File: src/op_csr_pkg.sv
// Shared constants, encodings and carrier types for the operation CSR bank
package op_csr_pkg;
    localparam int DATA_W    = 64;
    localparam int ADDR_W    = 40;
    localparam int PROC_W    = 2;
    localparam int PROC_MAX  = 4;
    // Bits are printed MSB-first (bit 0 is the MSB); vector index = 63 - printed bit
    localparam int ARMED_IDX = 0;   // Printed bit 63
    localparam int TRIG_IDX  = 1;   // Printed bit 62
    localparam int FARM_LSB  = 8;   // Printed bits 54:55
    localparam int FARM_W    = 2;
    localparam int FTRIG_IDX = 10;  // Printed bit 53
    localparam int OPADDR_W  = 40;  // Printed bits 24:63
    // Address layout used by the local node remap
    localparam int NODE_LSB  = 34;
    localparam int NODE_W    = 2;
    localparam int ZERO_MSB  = 33;
    localparam int ZERO_LSB_32M  = 25;
    localparam int ZERO_LSB_64M  = 26;
    localparam int ZERO_LSB_128M = 27;

    typedef enum logic [3:0] {
        SEL_CONTEXT   = 4'h0,
        SEL_ADDRESS   = 4'h1,
        SEL_FETCH_INC = 4'h2,
        SEL_FETCH_DEC = 4'h3,
        SEL_FETCH_CLR = 4'h4,
        SEL_NC_READ   = 4'h5,
        SEL_NC_WRITE  = 4'h6,
        SEL_COH_INC   = 4'h7,
        SEL_FLUSH     = 4'h8,
        SEL_PREF_RD   = 4'h9,
        SEL_PREF_WR   = 4'hA
    } sel_t;

    typedef enum logic [3:0] {
        OP_NONE      = 4'h0,
        OP_FETCH_INC = 4'h1,
        OP_FETCH_DEC = 4'h2,
        OP_FETCH_CLR = 4'h3,
        OP_NC_READ   = 4'h4,
        OP_NC_WRITE  = 4'h5,
        OP_COH_INC   = 4'h6,
        OP_FLUSH     = 4'h7,
        OP_PREF_RD   = 4'h8,
        OP_PREF_WR   = 4'h9
    } op_kind_t;

    localparam logic [1:0] FARM_OFF = 2'h0;
    localparam logic [1:0] FARM_INC = 2'h1;
    localparam logic [1:0] FARM_DEC = 2'h2;
    localparam logic [1:0] FARM_CLR = 2'h3;

    typedef struct packed {
        logic              valid;
        logic              write;
        logic [PROC_W-1:0] proc;
        sel_t              sel;
        logic [DATA_W-1:0] wdata;
    } csr_req_t;

    typedef struct packed {
        logic              valid;
        logic [DATA_W-1:0] rdata;
    } csr_rsp_t;

    typedef struct packed {
        logic              valid;
        logic [PROC_W-1:0] proc;
        logic              coherent;
        logic [ADDR_W-1:0] addr;
    } short_read_t;

    typedef struct packed {
        logic              valid;
        op_kind_t          kind;
        logic [PROC_W-1:0] proc;
        logic [ADDR_W-1:0] addr;
        logic [DATA_W-1:0] wdata;
    } op_issue_t;
endpackage

File: src/armed_trigger_operation_csrs.sv
// Per-processor armed/triggered operation CSR bank
//
// Contract
// - Armed write to operation CSR issues it, sets triggered, clears armed unless triggered was already set.
// - Unarmed cache management write issues nothing, flags unchanged.
// - Four operation contexts, each applied only to its own processor.
// - Fetch triggered bit 53, reset clear, set by coherent short read when armed.
// - Fetch arm bits 54:55, reset clear, cleared by first short read.
// - Short read becomes semaphore operation only when targeting coherent space.
// - Fetch arm codes: 0 off, 1 increment, 2 decrement, 3 clear.
// - Triggered bit 62 set by hardware on armed operation, cleared by software.
// - Armed bit 63 set by software, gates all armed operation CSRs.
// - Operation access maps flags 00-00, 01-10, 10-00 (10-10 for cache writes), 11-11.
// - TLB invalidate maps flags 00-00, 01-00, 10-00, 11-11.
// - Four operation address registers, bits 24:63, readable.
// - Address register loads on own write and four operation writes.
// - Low node-zero addresses are remapped to the local node.
// - Flush global, prefetch read, prefetch write addresses per processor.
// - Store data carries 40-bit line address, copied into address register.
`timescale 1ns/1ps
module armed_trigger_operation_csrs
    import op_csr_pkg::*;
#(
    parameter int PROC_COUNT = PROC_MAX
) (
    input  wire logic                         clk_in,
    input  wire logic                         nrst_in,
    input  wire op_csr_pkg::csr_req_t         csr_req_in,
    input  wire op_csr_pkg::short_read_t      short_read_in,
    input  wire logic                         tlb_inval_in,
    input  wire logic [op_csr_pkg::NODE_W-1:0] local_node_in,
    input  wire logic [1:0]                   local_remap_size_select_in,
    output op_csr_pkg::csr_rsp_t              csr_rsp_out,
    output op_csr_pkg::op_issue_t             op_issue_out,
    output op_csr_pkg::op_issue_t             sem_issue_out
);
    import op_csr_pkg::*;

    if (PROC_COUNT < 1 || PROC_COUNT > PROC_MAX) begin : g_bad_count
        $error("PROC_COUNT must be 1 to 4");
    end

    logic              proc_ok;
    logic              is_op;
    logic              is_cache;
    logic              loads_addr;
    op_kind_t          kind;
    logic [ADDR_W-1:0] op_addr_raw;
    logic [ADDR_W-1:0] op_addr_map;
    logic [ADDR_W-1:0] sr_addr_map;
    logic              sr_ok;

    logic [ADDR_W-1:0]     addr_reg [PROC_COUNT];
    logic [PROC_COUNT-1:0] armed;
    logic [PROC_COUNT-1:0] trig;
    logic [PROC_COUNT-1:0] ftrig;
    logic [FARM_W-1:0]     farm [PROC_COUNT];
    logic [PROC_COUNT-1:0] fire;
    logic [PROC_COUNT-1:0] sem_fire;

    // Request decode; processor index comes from the transaction source
    assign proc_ok = csr_req_in.valid && (32'(csr_req_in.proc) < PROC_COUNT);
    assign sr_ok   = short_read_in.valid && (32'(short_read_in.proc) < PROC_COUNT);

    always_comb begin
        is_op      = 1'b1;
        is_cache   = 1'b0;
        loads_addr = 1'b0;
        kind       = OP_NONE;
        case (csr_req_in.sel)
            SEL_FETCH_INC: kind = OP_FETCH_INC;
            SEL_FETCH_DEC: kind = OP_FETCH_DEC;
            SEL_FETCH_CLR: kind = OP_FETCH_CLR;
            SEL_NC_READ:   kind = OP_NC_READ;
            SEL_NC_WRITE:  kind = OP_NC_WRITE;
            SEL_COH_INC: begin
                kind       = OP_COH_INC;
                loads_addr = csr_req_in.write;
            end
            SEL_FLUSH: begin
                kind       = OP_FLUSH;
                is_cache   = 1'b1;
                loads_addr = csr_req_in.write;
            end
            SEL_PREF_RD: begin
                kind       = OP_PREF_RD;
                is_cache   = 1'b1;
                loads_addr = csr_req_in.write;
            end
            SEL_PREF_WR: begin
                kind       = OP_PREF_WR;
                is_cache   = 1'b1;
                loads_addr = csr_req_in.write;
            end
            SEL_ADDRESS: begin
                is_op      = 1'b0;
                loads_addr = csr_req_in.write;
            end
            default: is_op = 1'b0;
        endcase
        // Cache operations only act on a store
        if (is_cache && !csr_req_in.write) begin
            is_op = 1'b0;
        end
    end

    // Stores to the coherent increment and cache operation CSRs take their address from the store data
    always_comb begin
        if (loads_addr) begin
            op_addr_raw = csr_req_in.wdata[ADDR_W-1:0];
        end else begin
            op_addr_raw = addr_reg[csr_req_in.proc];
        end
    end

    local_node_remap u_op_remap (
        .addr_in                    (op_addr_raw),
        .local_node_in              (local_node_in),
        .local_remap_size_select_in (local_remap_size_select_in),
        .addr_out                   (op_addr_map)
    );

    local_node_remap u_sr_remap (
        .addr_in                    (short_read_in.addr),
        .local_node_in              (local_node_in),
        .local_remap_size_select_in (local_remap_size_select_in),
        .addr_out                   (sr_addr_map)
    );

    // One context per processor
    for (genvar p = 0; p < PROC_COUNT; p++) begin : g_slot
        logic mine;
        logic sr_mine;
        assign mine    = proc_ok && (32'(csr_req_in.proc) == p);
        assign sr_mine = sr_ok && (32'(short_read_in.proc) == p);

        op_context_slot u_slot (
            .clk_in       (clk_in),
            .nrst_in      (nrst_in),
            .ctx_wr_in    (mine && csr_req_in.write && (csr_req_in.sel == SEL_CONTEXT)),
            .wdata_in     (csr_req_in.wdata),
            .op_access_in (mine && is_op),
            .cache_op_in  (is_cache),
            .tlb_inval_in (tlb_inval_in),
            .sread_in     (sr_mine),
            .sread_coh_in (short_read_in.coherent),
            .armed_out    (armed[p]),
            .trig_out     (trig[p]),
            .farm_out     (farm[p]),
            .ftrig_out    (ftrig[p]),
            .fire_out     (fire[p]),
            .sem_fire_out (sem_fire[p])
        );

        // Operation address register
        always_ff @(posedge clk_in or negedge nrst_in) begin
            if (!nrst_in) begin
                addr_reg[p] <= '0;
            end else if (mine && loads_addr) begin
                addr_reg[p] <= csr_req_in.wdata[ADDR_W-1:0];
            end
        end
    end

    // Register read path
    always_ff @(posedge clk_in or negedge nrst_in) begin
        if (!nrst_in) begin
            csr_rsp_out <= '0;
        end else begin
            csr_rsp_out.valid <= csr_req_in.valid && !csr_req_in.write;
            csr_rsp_out.rdata <= '0;
            if (proc_ok && !csr_req_in.write) begin
                if (csr_req_in.sel == SEL_CONTEXT) begin
                    csr_rsp_out.rdata[ARMED_IDX]             <= armed[csr_req_in.proc];
                    csr_rsp_out.rdata[TRIG_IDX]              <= trig[csr_req_in.proc];
                    csr_rsp_out.rdata[FARM_LSB +: FARM_W]    <= farm[csr_req_in.proc];
                    csr_rsp_out.rdata[FTRIG_IDX]             <= ftrig[csr_req_in.proc];
                end else if (csr_req_in.sel == SEL_ADDRESS) begin
                    csr_rsp_out.rdata[OPADDR_W-1:0] <= addr_reg[csr_req_in.proc];
                end
            end
        end
    end

    // Operation issue toward the rest of the system
    always_ff @(posedge clk_in or negedge nrst_in) begin
        if (!nrst_in) begin
            op_issue_out <= '0;
        end else begin
            op_issue_out.valid <= |fire;
            if (|fire) begin
                op_issue_out.kind  <= kind;
                op_issue_out.proc  <= csr_req_in.proc;
                op_issue_out.addr  <= op_addr_map;
                op_issue_out.wdata <= csr_req_in.wdata;
            end
        end
    end

    // Short read translated into a non-coherent semaphore operation
    always_ff @(posedge clk_in or negedge nrst_in) begin
        if (!nrst_in) begin
            sem_issue_out <= '0;
        end else begin
            sem_issue_out.valid <= |sem_fire;
            if (|sem_fire) begin
                case (farm[short_read_in.proc])
                    FARM_INC: sem_issue_out.kind <= OP_FETCH_INC;
                    FARM_DEC: sem_issue_out.kind <= OP_FETCH_DEC;
                    FARM_CLR: sem_issue_out.kind <= OP_FETCH_CLR;
                    default:  sem_issue_out.kind <= OP_NONE;
                endcase
                sem_issue_out.proc  <= short_read_in.proc;
                sem_issue_out.addr  <= sr_addr_map;
                sem_issue_out.wdata <= '0;
            end
        end
    end
endmodule

File: src/local_node_remap.sv
// Forces low node-zero addresses onto the local node
`timescale 1ns/1ps
module local_node_remap
    import op_csr_pkg::*;
(
    input  wire logic [ADDR_W-1:0] addr_in,
    input  wire logic [NODE_W-1:0] local_node_in,
    input  wire logic [1:0]        local_remap_size_select_in,
    output logic      [ADDR_W-1:0] addr_out
);
    logic [ADDR_W-1:0] mask;
    logic              low;

    always_comb begin
        mask = '0;
        for (int i = 0; i < ADDR_W; i++) begin
            if (i <= ZERO_MSB) begin
                case (local_remap_size_select_in)
                    2'h0:    mask[i] = (i >= ZERO_LSB_32M);
                    2'h1:    mask[i] = (i >= ZERO_LSB_64M);
                    default: mask[i] = (i >= ZERO_LSB_128M);
                endcase
            end
        end
        low = ((addr_in & mask) == '0) && (addr_in[NODE_LSB +: NODE_W] == '0);
        addr_out = addr_in;
        if (low) begin
            addr_out[NODE_LSB +: NODE_W] = local_node_in;
        end
    end
endmodule

File: src/op_context_slot.sv
// One processor's armed/triggered operation context
`timescale 1ns/1ps
module op_context_slot
    import op_csr_pkg::*;
(
    input  wire logic              clk_in,
    input  wire logic              nrst_in,
    input  wire logic              ctx_wr_in,
    input  wire logic [DATA_W-1:0] wdata_in,
    input  wire logic              op_access_in,
    input  wire logic              cache_op_in,
    input  wire logic              tlb_inval_in,
    input  wire logic              sread_in,
    input  wire logic              sread_coh_in,
    output logic                   armed_out,
    output logic                   trig_out,
    output logic [FARM_W-1:0]      farm_out,
    output logic                   ftrig_out,
    output logic                   fire_out,
    output logic                   sem_fire_out
);
    logic armed;
    logic trig;
    logic [FARM_W-1:0] farm;
    logic ftrig;

    assign fire_out     = op_access_in && armed;
    assign sem_fire_out = sread_in && sread_coh_in && (farm != FARM_OFF);
    assign armed_out    = armed;
    assign trig_out     = trig;
    assign farm_out     = farm;
    assign ftrig_out    = ftrig;

    // Armed and triggered transitions
    always_ff @(posedge clk_in or negedge nrst_in) begin
        if (!nrst_in) begin
            armed <= 1'b0;
            trig  <= 1'b0;
        end else if (ctx_wr_in) begin
            armed <= wdata_in[ARMED_IDX];
            trig  <= wdata_in[TRIG_IDX];
        end else if (op_access_in) begin
            if (cache_op_in && !armed) begin
                armed <= armed;
                trig  <= trig;
            end else begin
                trig  <= armed;
                armed <= armed && trig;
            end
        end else if (tlb_inval_in) begin
            armed <= armed && trig;
            trig  <= armed && trig;
        end
    end

    // Short read fetch arm field; TLB purges leave it alone
    always_ff @(posedge clk_in or negedge nrst_in) begin
        if (!nrst_in) begin
            farm <= FARM_OFF;
        end else if (ctx_wr_in) begin
            farm <= wdata_in[FARM_LSB +: FARM_W];
        end else if (sread_in) begin
            farm <= FARM_OFF;
        end
    end

    // Fetch triggered: hardware set wins over a software clear
    always_ff @(posedge clk_in or negedge nrst_in) begin
        if (!nrst_in) begin
            ftrig <= 1'b0;
        end else if (sem_fire_out) begin
            ftrig <= 1'b1;
        end else if (ctx_wr_in) begin
            ftrig <= wdata_in[FTRIG_IDX];
        end
    end
endmodule

File: config.mk
export PLATFORM = sky130hd
export DESIGN_NAME = armed_trigger_operation_csrs
export DESIGN_NICKNAME = d
export VERILOG_FILES = /design/src/op_csr_pkg.sv /design/src/armed_trigger_operation_csrs.sv /design/src/local_node_remap.sv /design/src/op_context_slot.sv
export SDC_FILE = /design/constraint.sdc
export NUM_CORES = 1
export LEC_CHECK = 0
export BUFFER_PORTS_ARGS = -buffer_cell sky130_fd_sc_hd__buf_2
export CAP_MARGIN = 25
export CORE_AREA = 5 5 187 189
export CTS_BUF_LIST = sky130_fd_sc_hd__clkbuf_16
export DETAILED_ROUTE_END_ITERATION = 12
export DIE_AREA = 0 0 192 194
export GPL_ROUTABILITY_DRIVEN = 0
export GPL_TIMING_DRIVEN = 0
export PLACE_DENSITY = 0.77
export SETUP_SLACK_MARGIN = 0.02
export SYNTH_ARGS = -nofsm -noshare
export SYNTH_HDL_FRONTEND = slang
export SYNTH_HIERARCHICAL = 1
export SYNTH_SLANG_ARGS = --single-unit
export TNS_END_PERCENT = 100
File: constraint.sdc
create_clock -name clk_in -period 2.67 [get_ports clk_in]
set_clock_uncertainty 0.2 [all_clocks]
set_input_delay 0.534 -clock clk_in [delete_from_list [all_inputs] [get_ports clk_in]]
set_output_delay 0.534 -clock clk_in [all_outputs]
set_load 0.01 [all_outputs]
==> metrics.txt, run 1 <==
r2r setup slk 180 ps; nets 2,041; WL/cell 21.12 um; Post-synth EDFFs 0; Worst-Skew Late Latency 520 ps; cell with the most instances after synthesis dfrtp_1; Worst EP required 2920 ps; Ports 410; worst-margin pin slew 786.6 ps; f_max 386.5 MHz; Final Hold Fails 0; peak supply drop 522.0 uV; setup TNS 0 ps; FFs w/ async S/R, synth 100.0%; max-cap viol count 0; sequential area share after synthesis 53.75%; Yosys top cell area share 53.75%; antenna violations before repair 7; global-route wire length before repair 78,650 um; Synth area leader dfrtp_1; Hold Path Class input pin to register; grt ovf 0; Gate power share 17.8%; Post-Route Utilization 65.50%; initial core utilization 53.00%; gr usage total 26.69%; iteration-0 DRC count of the detailed router 846; Post-Syn Instances 1,486; Via density 5.419; Pwr Density 684.4 nW/um^2; layout cell share with drive strength beyond 1 39.22%; Sink Count 377; max reg flops 160; # port buffers 285; P_leak 11.43 nW; Die H 194 um; fin area 21,690 sq um; min cycle time layout 2587 ps; H-tree depth 2; top_reg_cell synth dfrtp_1; Unique masters post-synth 48; post-layout total power 14.84 mW; Max FO, Critical Path 10; Setup CP Type input pin to register; drt drc 0; first-pass detailed-route iteration total 5; Startpoint Class input pin; area grow syn2layout 23.58%; RSZ-0062 raised after global routing yes; commonest cells in the netlist dfrtp_1, nand2_1, buf_4; TritonCTS Buffers 41; core area 33,110 sq um; Routed Wire Length 50,700 um; Die ar. 37,250 sq um; DP HPWL 36,120 um; pre-CTS setup slack -1151 ps; largest cells by area after synthesis dfrtp_1, o2bb2ai_1, buf_4; post-synthesis cell area 17,550 sq um; clock root buffer clkbuf_16; NetSw 3.836 mW; vias in the first global route 13,630; synth warn 6; CTS tree yes; Slew Limit Fails 0; Max-Slew Margin vs Limit 47.56%; Detail Route Antenna Nets 0; Layout Cells excl Fill 2,401; final setup vio count 0; clock slew at reported path FFs 60 ps; status finished, final reports clean; clock power share 35.9%; cell-internal power 11.01 mW; Final WS setup 82.64 ps; Hold WS 22.56 ps; Final Cycle Share 96.90%; #FFs+latches synth 377; die extent in x 192 um; WP data arrival 2840 ps; Longest Clk Path Bufs 3; Flop pwr share 46.3%; dpl cells 2,312; Switching Share 25.84%; Layout fillers 2,585; vias 13,010; Placed Area 20,240 sq um; mean post-synth cell area 11.81 sq um; largest net degree at the start of global routing 118; row cnt 67; CP endpoint kind register
==> layout by cell type, fill, tap and decap left out, drive strengths merged, types with 2 or more instances in the layout <==
cell type      n
o2bb2ai      164
nand2b         2
diode          5
clkbuf        95
nor2          16
nand2        329
a31oi          2
clkinv        16
a21oi          3
o211a          4
o41ai          4
o21ai         13
nor3b          4
mux2i          4
nand3          2
a211oi         4
dfrtp        377
mux2          44
o311ai        44
nor2b          6
conb          90
and3b          3
mux4          47
a21bo         40
and3           3
and2          41
nor3           7
nand3b         2
buf          513
nor4           5
inv           30
a22o          13
dlygate4sd3    5
a211o          4
bufinv         3
==> metal layers <==
| metal | GRT usage, % | part of all wire [%] | vias up |
|---|---|---|---|
| li1 | - | - | 5869 |
| met1 | 35.02 | 41 | 6553 |
| met2 | 45.48 | 50 | 492 |
| met3 | 5.816 | 7.3 | 92 |
| met4 | 6.577 | 2.4 | 6 |
| met5 | 0 | 0.077 | - |
==> power by group through the flow <==
stage / Combinational [mW] / Sequential, mW / Clock [mW]
after floorplan: 1.74 / 6.94 / 0
after global placement: 2.53 / 6.91 / 0
after detailed placement: 2.61 / 6.94 / 0
after CTS: 2.64 / 6.86 / 5.42
after global routing: 2.85 / 6.95 / 5.67
final: 2.64 / 6.87 / 5.33
==> path summary, 6_finish.rpt <==
path                       depth (start not counted)                                startpoint                            end
setup reg to reg                                   5  g_slot[1].u_slot/farm_out[1]$_DFFE_PN0P_  sem_issue_out[68]$_DFFE_PN0P_
hold / removal                                     3                            csr_req_in[60]   op_issue_out[60]$_DFFE_PN0P_
hold reg to reg                                    2              op_issue_out[77]$_DFFE_PN0P_   op_issue_out[77]$_DFFE_PN0P_
max in group asynchronous                          4                                   nrst_in  sem_issue_out[71]$_DFFE_PN0P_
min in group asynchronous                          2                                   nrst_in   op_issue_out[88]$_DFFE_PN0P_
setup / recovery                                  12                            csr_req_in[69]   op_issue_out[91]$_DFFE_PN0P_
==> final cells by class <==
cell class | count | area, sq um | share of cell area [%]
well taps | 448 | 560.5 | 2.584
repair buffers | 300 | 1622 | 7.476
clock buffers | 41 | 1026 | 4.730
clock inverters | 32 | 217.7 | 1.004
multi-input cells | 908 | 6822 | 31.45
inverters | 18 | 67.56 | 0.3115
diodes | 5 | 12.51 | 0.05769
plain buffers | 272 | 1928 | 8.890
flip-flops and latches | 377 | 9434 | 43.50
==> worst max-delay path: stages <==
cell,delay (ps)
buf_2,160
clkbuf_4,240
nand3_2,210
buf_4,250
nor3_2,80
and2_1,200
nor4_2,290
clkbuf_8,290
clkbuf_8,210
buf_4,240
nand2_1,80
nand2_1,60
==> cell families after synthesis <==
logic type	share of synthesized area, %
AND/OR/NAND/NOR	10.38
flip-flops	53.75
AO/OA/AOI/OAI	16.49
buffers and inverters	10.22
multiplexers	9.083
XOR/XNOR	0.04991
other	0.02137
==> repair_timing <==
item,4_1_cts,5_1_grt
setup buffers,4,2
setup endpoints to repair,111,93
cloned,0,0
hold endpoints to repair,80,0
pin swaps,1,3
gates resized for setup,19,23
hold buffers,5,0
Note: power is estimated with default switching activity, not from simulation.
==> inputs of run 2 (changes only) <==
--- a/config.mk
+++ b/config.mk
@@ -5,15 +5,15 @@
 export SDC_FILE = /design/constraint.sdc
 export NUM_CORES = 1
 export LEC_CHECK = 0
-export BUFFER_PORTS_ARGS = -buffer_cell sky130_fd_sc_hd__buf_2
+export BUFFER_PORTS_ARGS = -buffer_cell sky130_fd_sc_hd__clkbuf_2
 export CAP_MARGIN = 25
-export CORE_AREA = 5 5 187 189
+export CORE_AREA = 5 5 179 181
 export CTS_BUF_LIST = sky130_fd_sc_hd__clkbuf_16
 export DETAILED_ROUTE_END_ITERATION = 12
-export DIE_AREA = 0 0 192 194
+export DIE_AREA = 0 0 184 186
 export GPL_ROUTABILITY_DRIVEN = 0
 export GPL_TIMING_DRIVEN = 0
-export PLACE_DENSITY = 0.77
+export PLACE_DENSITY = 0.84
 export SETUP_SLACK_MARGIN = 0.02
 export SYNTH_ARGS = -nofsm -noshare
 export SYNTH_HDL_FRONTEND = slang
==> constraint.sdc (replaced) <==
create_clock -name clk_in -period 3.3 [get_ports clk_in]
set_clock_uncertainty 0.2 [all_clocks]
set_input_delay 0.66 -clock clk_in [delete_from_list [all_inputs] [get_ports clk_in]]
set_output_delay 0.66 -clock clk_in [all_outputs]
set_load 0.01 [all_outputs]
==> run 2 against run 1 <==
Against the previous run: first-iteration DRC count grew 11%; worst hold slack improved by 120 ps; count of clock-buffer cells in the layout is the same; total power down 21%; largest cell class unchanged; setup slack improved by 57 ps; core utilization up 4.4 points; die area fell by 8.1%; global-route usage grew 1.6 points.
==> metrics.txt, run 2 (synthesis results as in run 1) <==
max reg flops 160 (unchanged); Hold WS 146.3 ps (+123.7 ps); Worst-Skew Late Latency 520 ps (about the same); Slew Limit Fails 0 (unchanged); gr usage total 28.29% (+1.6 points); max-cap viol count 0 (unchanged); core area 30,270 sq um (-8.6%); Ports 410 (unchanged); Final WS setup 139.9 ps (+57.30 ps); Placed Area 19,910 sq um (-1.6%); Die H 186 um (-4.1%); Die ar. 34,220 sq um (-8.1%); Min-Delay Path Depth 3 (unchanged); worst-margin pin slew 825.2 ps (+38.63 ps); Worst EP required 3550 ps (+630 ps); Setup CP Type input pin to register; TritonCTS Buffers 39 (-4.9%); Final Cycle Share 95.76%; vias in the first global route 13,620 (-0.073%); iteration-0 DRC count of the detailed router 936 (+11%); Routed Wire Length 49,530 um (-2.3%); Max FO, Critical Path 10 (unchanged); Detail Route Antenna Nets 0 (unchanged); post-layout total power 11.71 mW (-21%); nets 2,031 (-0.49%); P_leak 11.09 nW (-3.0%); layout cell share with drive strength beyond 1 38.28% (-0.94 points); Hold Path Class input pin to register; Reg-to-Reg End sem_issue_out[66]$_DFFE_PN0P_; status finished, final reports clean; Longest Clk Path Bufs 3 (unchanged); die extent in x 184 um (-4.2%); Sink Count 377 (unchanged); most frequent cells in the layout dfrtp_1, nand2_1, clkbuf_2; Max-Slew Margin vs Limit 44.99% (-2.6 points); initial core utilization 57.98% (+5.0 points); Final Hold Fails 0 (unchanged); CTS tree yes; row cnt 64 (-4.5%); clock root buffer clkbuf_16; # port buffers 285 (unchanged); CP endpoint kind register; grt ovf 0 (unchanged); Hold Path End op_issue_out[60]$_DFFE_PN0P_; WL/cell 21.30 um (+0.87%); reg2reg start g_slot[1].u_slot/farm_out[1]$_DFFE_PN0P_; area grow syn2layout 20.56%; H-tree depth 2 (unchanged); drt drc 0 (unchanged); WP data arrival 3410 ps (+570 ps); f_max 316.5 MHz; Startpoint Class input pin; setup TNS 0 ps (unchanged); reg2reg path depth 5 (unchanged); antenna violations before repair 4 (-3); DP HPWL 35,700 um (-1.2%); clock slew at reported path FFs 60 ps (about the same); final setup vio count 0 (unchanged); min cycle time layout 3160 ps; Via density 5.622 (+3.7%); first-pass detailed-route iteration total 5 (unchanged); fin area 21,160 sq um (-2.4%); Pwr Density 553.2 nW/um^2 (-19%); commonest non-fill, non-tap cell in the layout dfrtp_1; RSZ-0062 raised after global routing no; hold path start csr_req_in[60]; pre-CTS setup slack -1610 ps (-459.3 ps); peak supply drop 365.6 uV (-30%); global-route wire length before repair 76,470 um (-2.8%); largest net degree at the start of global routing 119 (+0.85%); r2r setup slk 730 ps (+550 ps); vias 13,070 (+0.46%)
run 2: cell types whose count changed in the layout (fill, tap and decap cells not counted), moves of 6 or more:
cell,delta
buf_2,-281
clkbuf_2,+288
buf_4,-7
o311ai_4,-7
o311ai_2,+7
clkbuf_8,-6
clkbuf_1,+10
run 2: cell type report:
type | instances | area, sq um
repair buffers | 293 | 1570
multi-input cells | 908 | 6690
well taps | 396 | 495.5
inverters | 18 | 67.56
clock inverters | 20 | 106.4
plain buffers | 271 | 1767
flip-flops and latches | 377 | 9434
clock buffers | 41 | 1026
diodes | 1 | 2.502
fillers | 2146 | 9110
run 2: routing by layer:
| metal | vias up | part of all wire (%) | global-route usage (%) |
|---|---|---|---|
| li1 | 5822 | - | - |
| met1 | 6567 | 38 | 35.82 |
| met2 | 569 | 51 | 48.87 |
| met3 | 108 | 7.8 | 6.781 |
| met4 | 6 | 2.8 | 8.282 |
| met5 | - | 0.067 | 0 |
run 2: worst max-delay path by stage:
| stage | startpoint | end | slack [ps] | depth (start not counted) |
|---|---|---|---|---|
| after floorplan | csr_req_in[69] | op_issue_out[98]$_DFFE_PN0P_ | 40 | 12 |
| after global placement | nrst_in | sem_issue_out[88]$_DFFE_PN0P_ | -6680 | 1 |
| after detailed placement | csr_req_in[68] | op_issue_out[85]$_DFFE_PN0P_ | -1610 | 12 |
| after CTS | csr_req_in[71] | op_issue_out[96]$_DFFE_PN0P_ | 50 | 12 |
| after global routing | csr_req_in[69] | op_issue_out[33]$_DFFE_PN0P_ | 30 | 12 |
| final | csr_req_in[69] | op_issue_out[81]$_DFFE_PN0P_ | 140 | 12 |
run 2: timing repair:
action	4_1_cts	5_1_grt
endpoints found under the setup margin	111	93
hold buffers	1	0
endpoints found under the hold margin	44	0
setup buffers	3	0
gates resized for setup	23	13
run 2: stage by stage:
stage	util, %	std cells
6_report	69.90	2325
3_5_place_dp	65.77	2260
3_3_place_gp	65.45	2256
4_1_cts	69.79	2325
5_1_grt	69.90	2325
2_1_floorplan	-	1575
run 2: report_power, final:
part / switching (mW) / internal, mW / total, mW
Combinational: 0.940 / 1.16 / 2.10
Clock: 1.74 / 2.29 / 4.03
Sequential: 0.340 / 5.23 / 5.57
Total: 3.02 / 8.69 / 11.7
run 2: worst max-delay path, stage by stage:
cell	delay (ps)
buf_2	160
clkbuf_2	320
nand3b_1	200
clkbuf_2	300
nor3_1	140
and2_1	220
nor4_1	380
clkbuf_4	270
buf_12	130
clkbuf_1	400
nand2_1	130
nand2_1	90
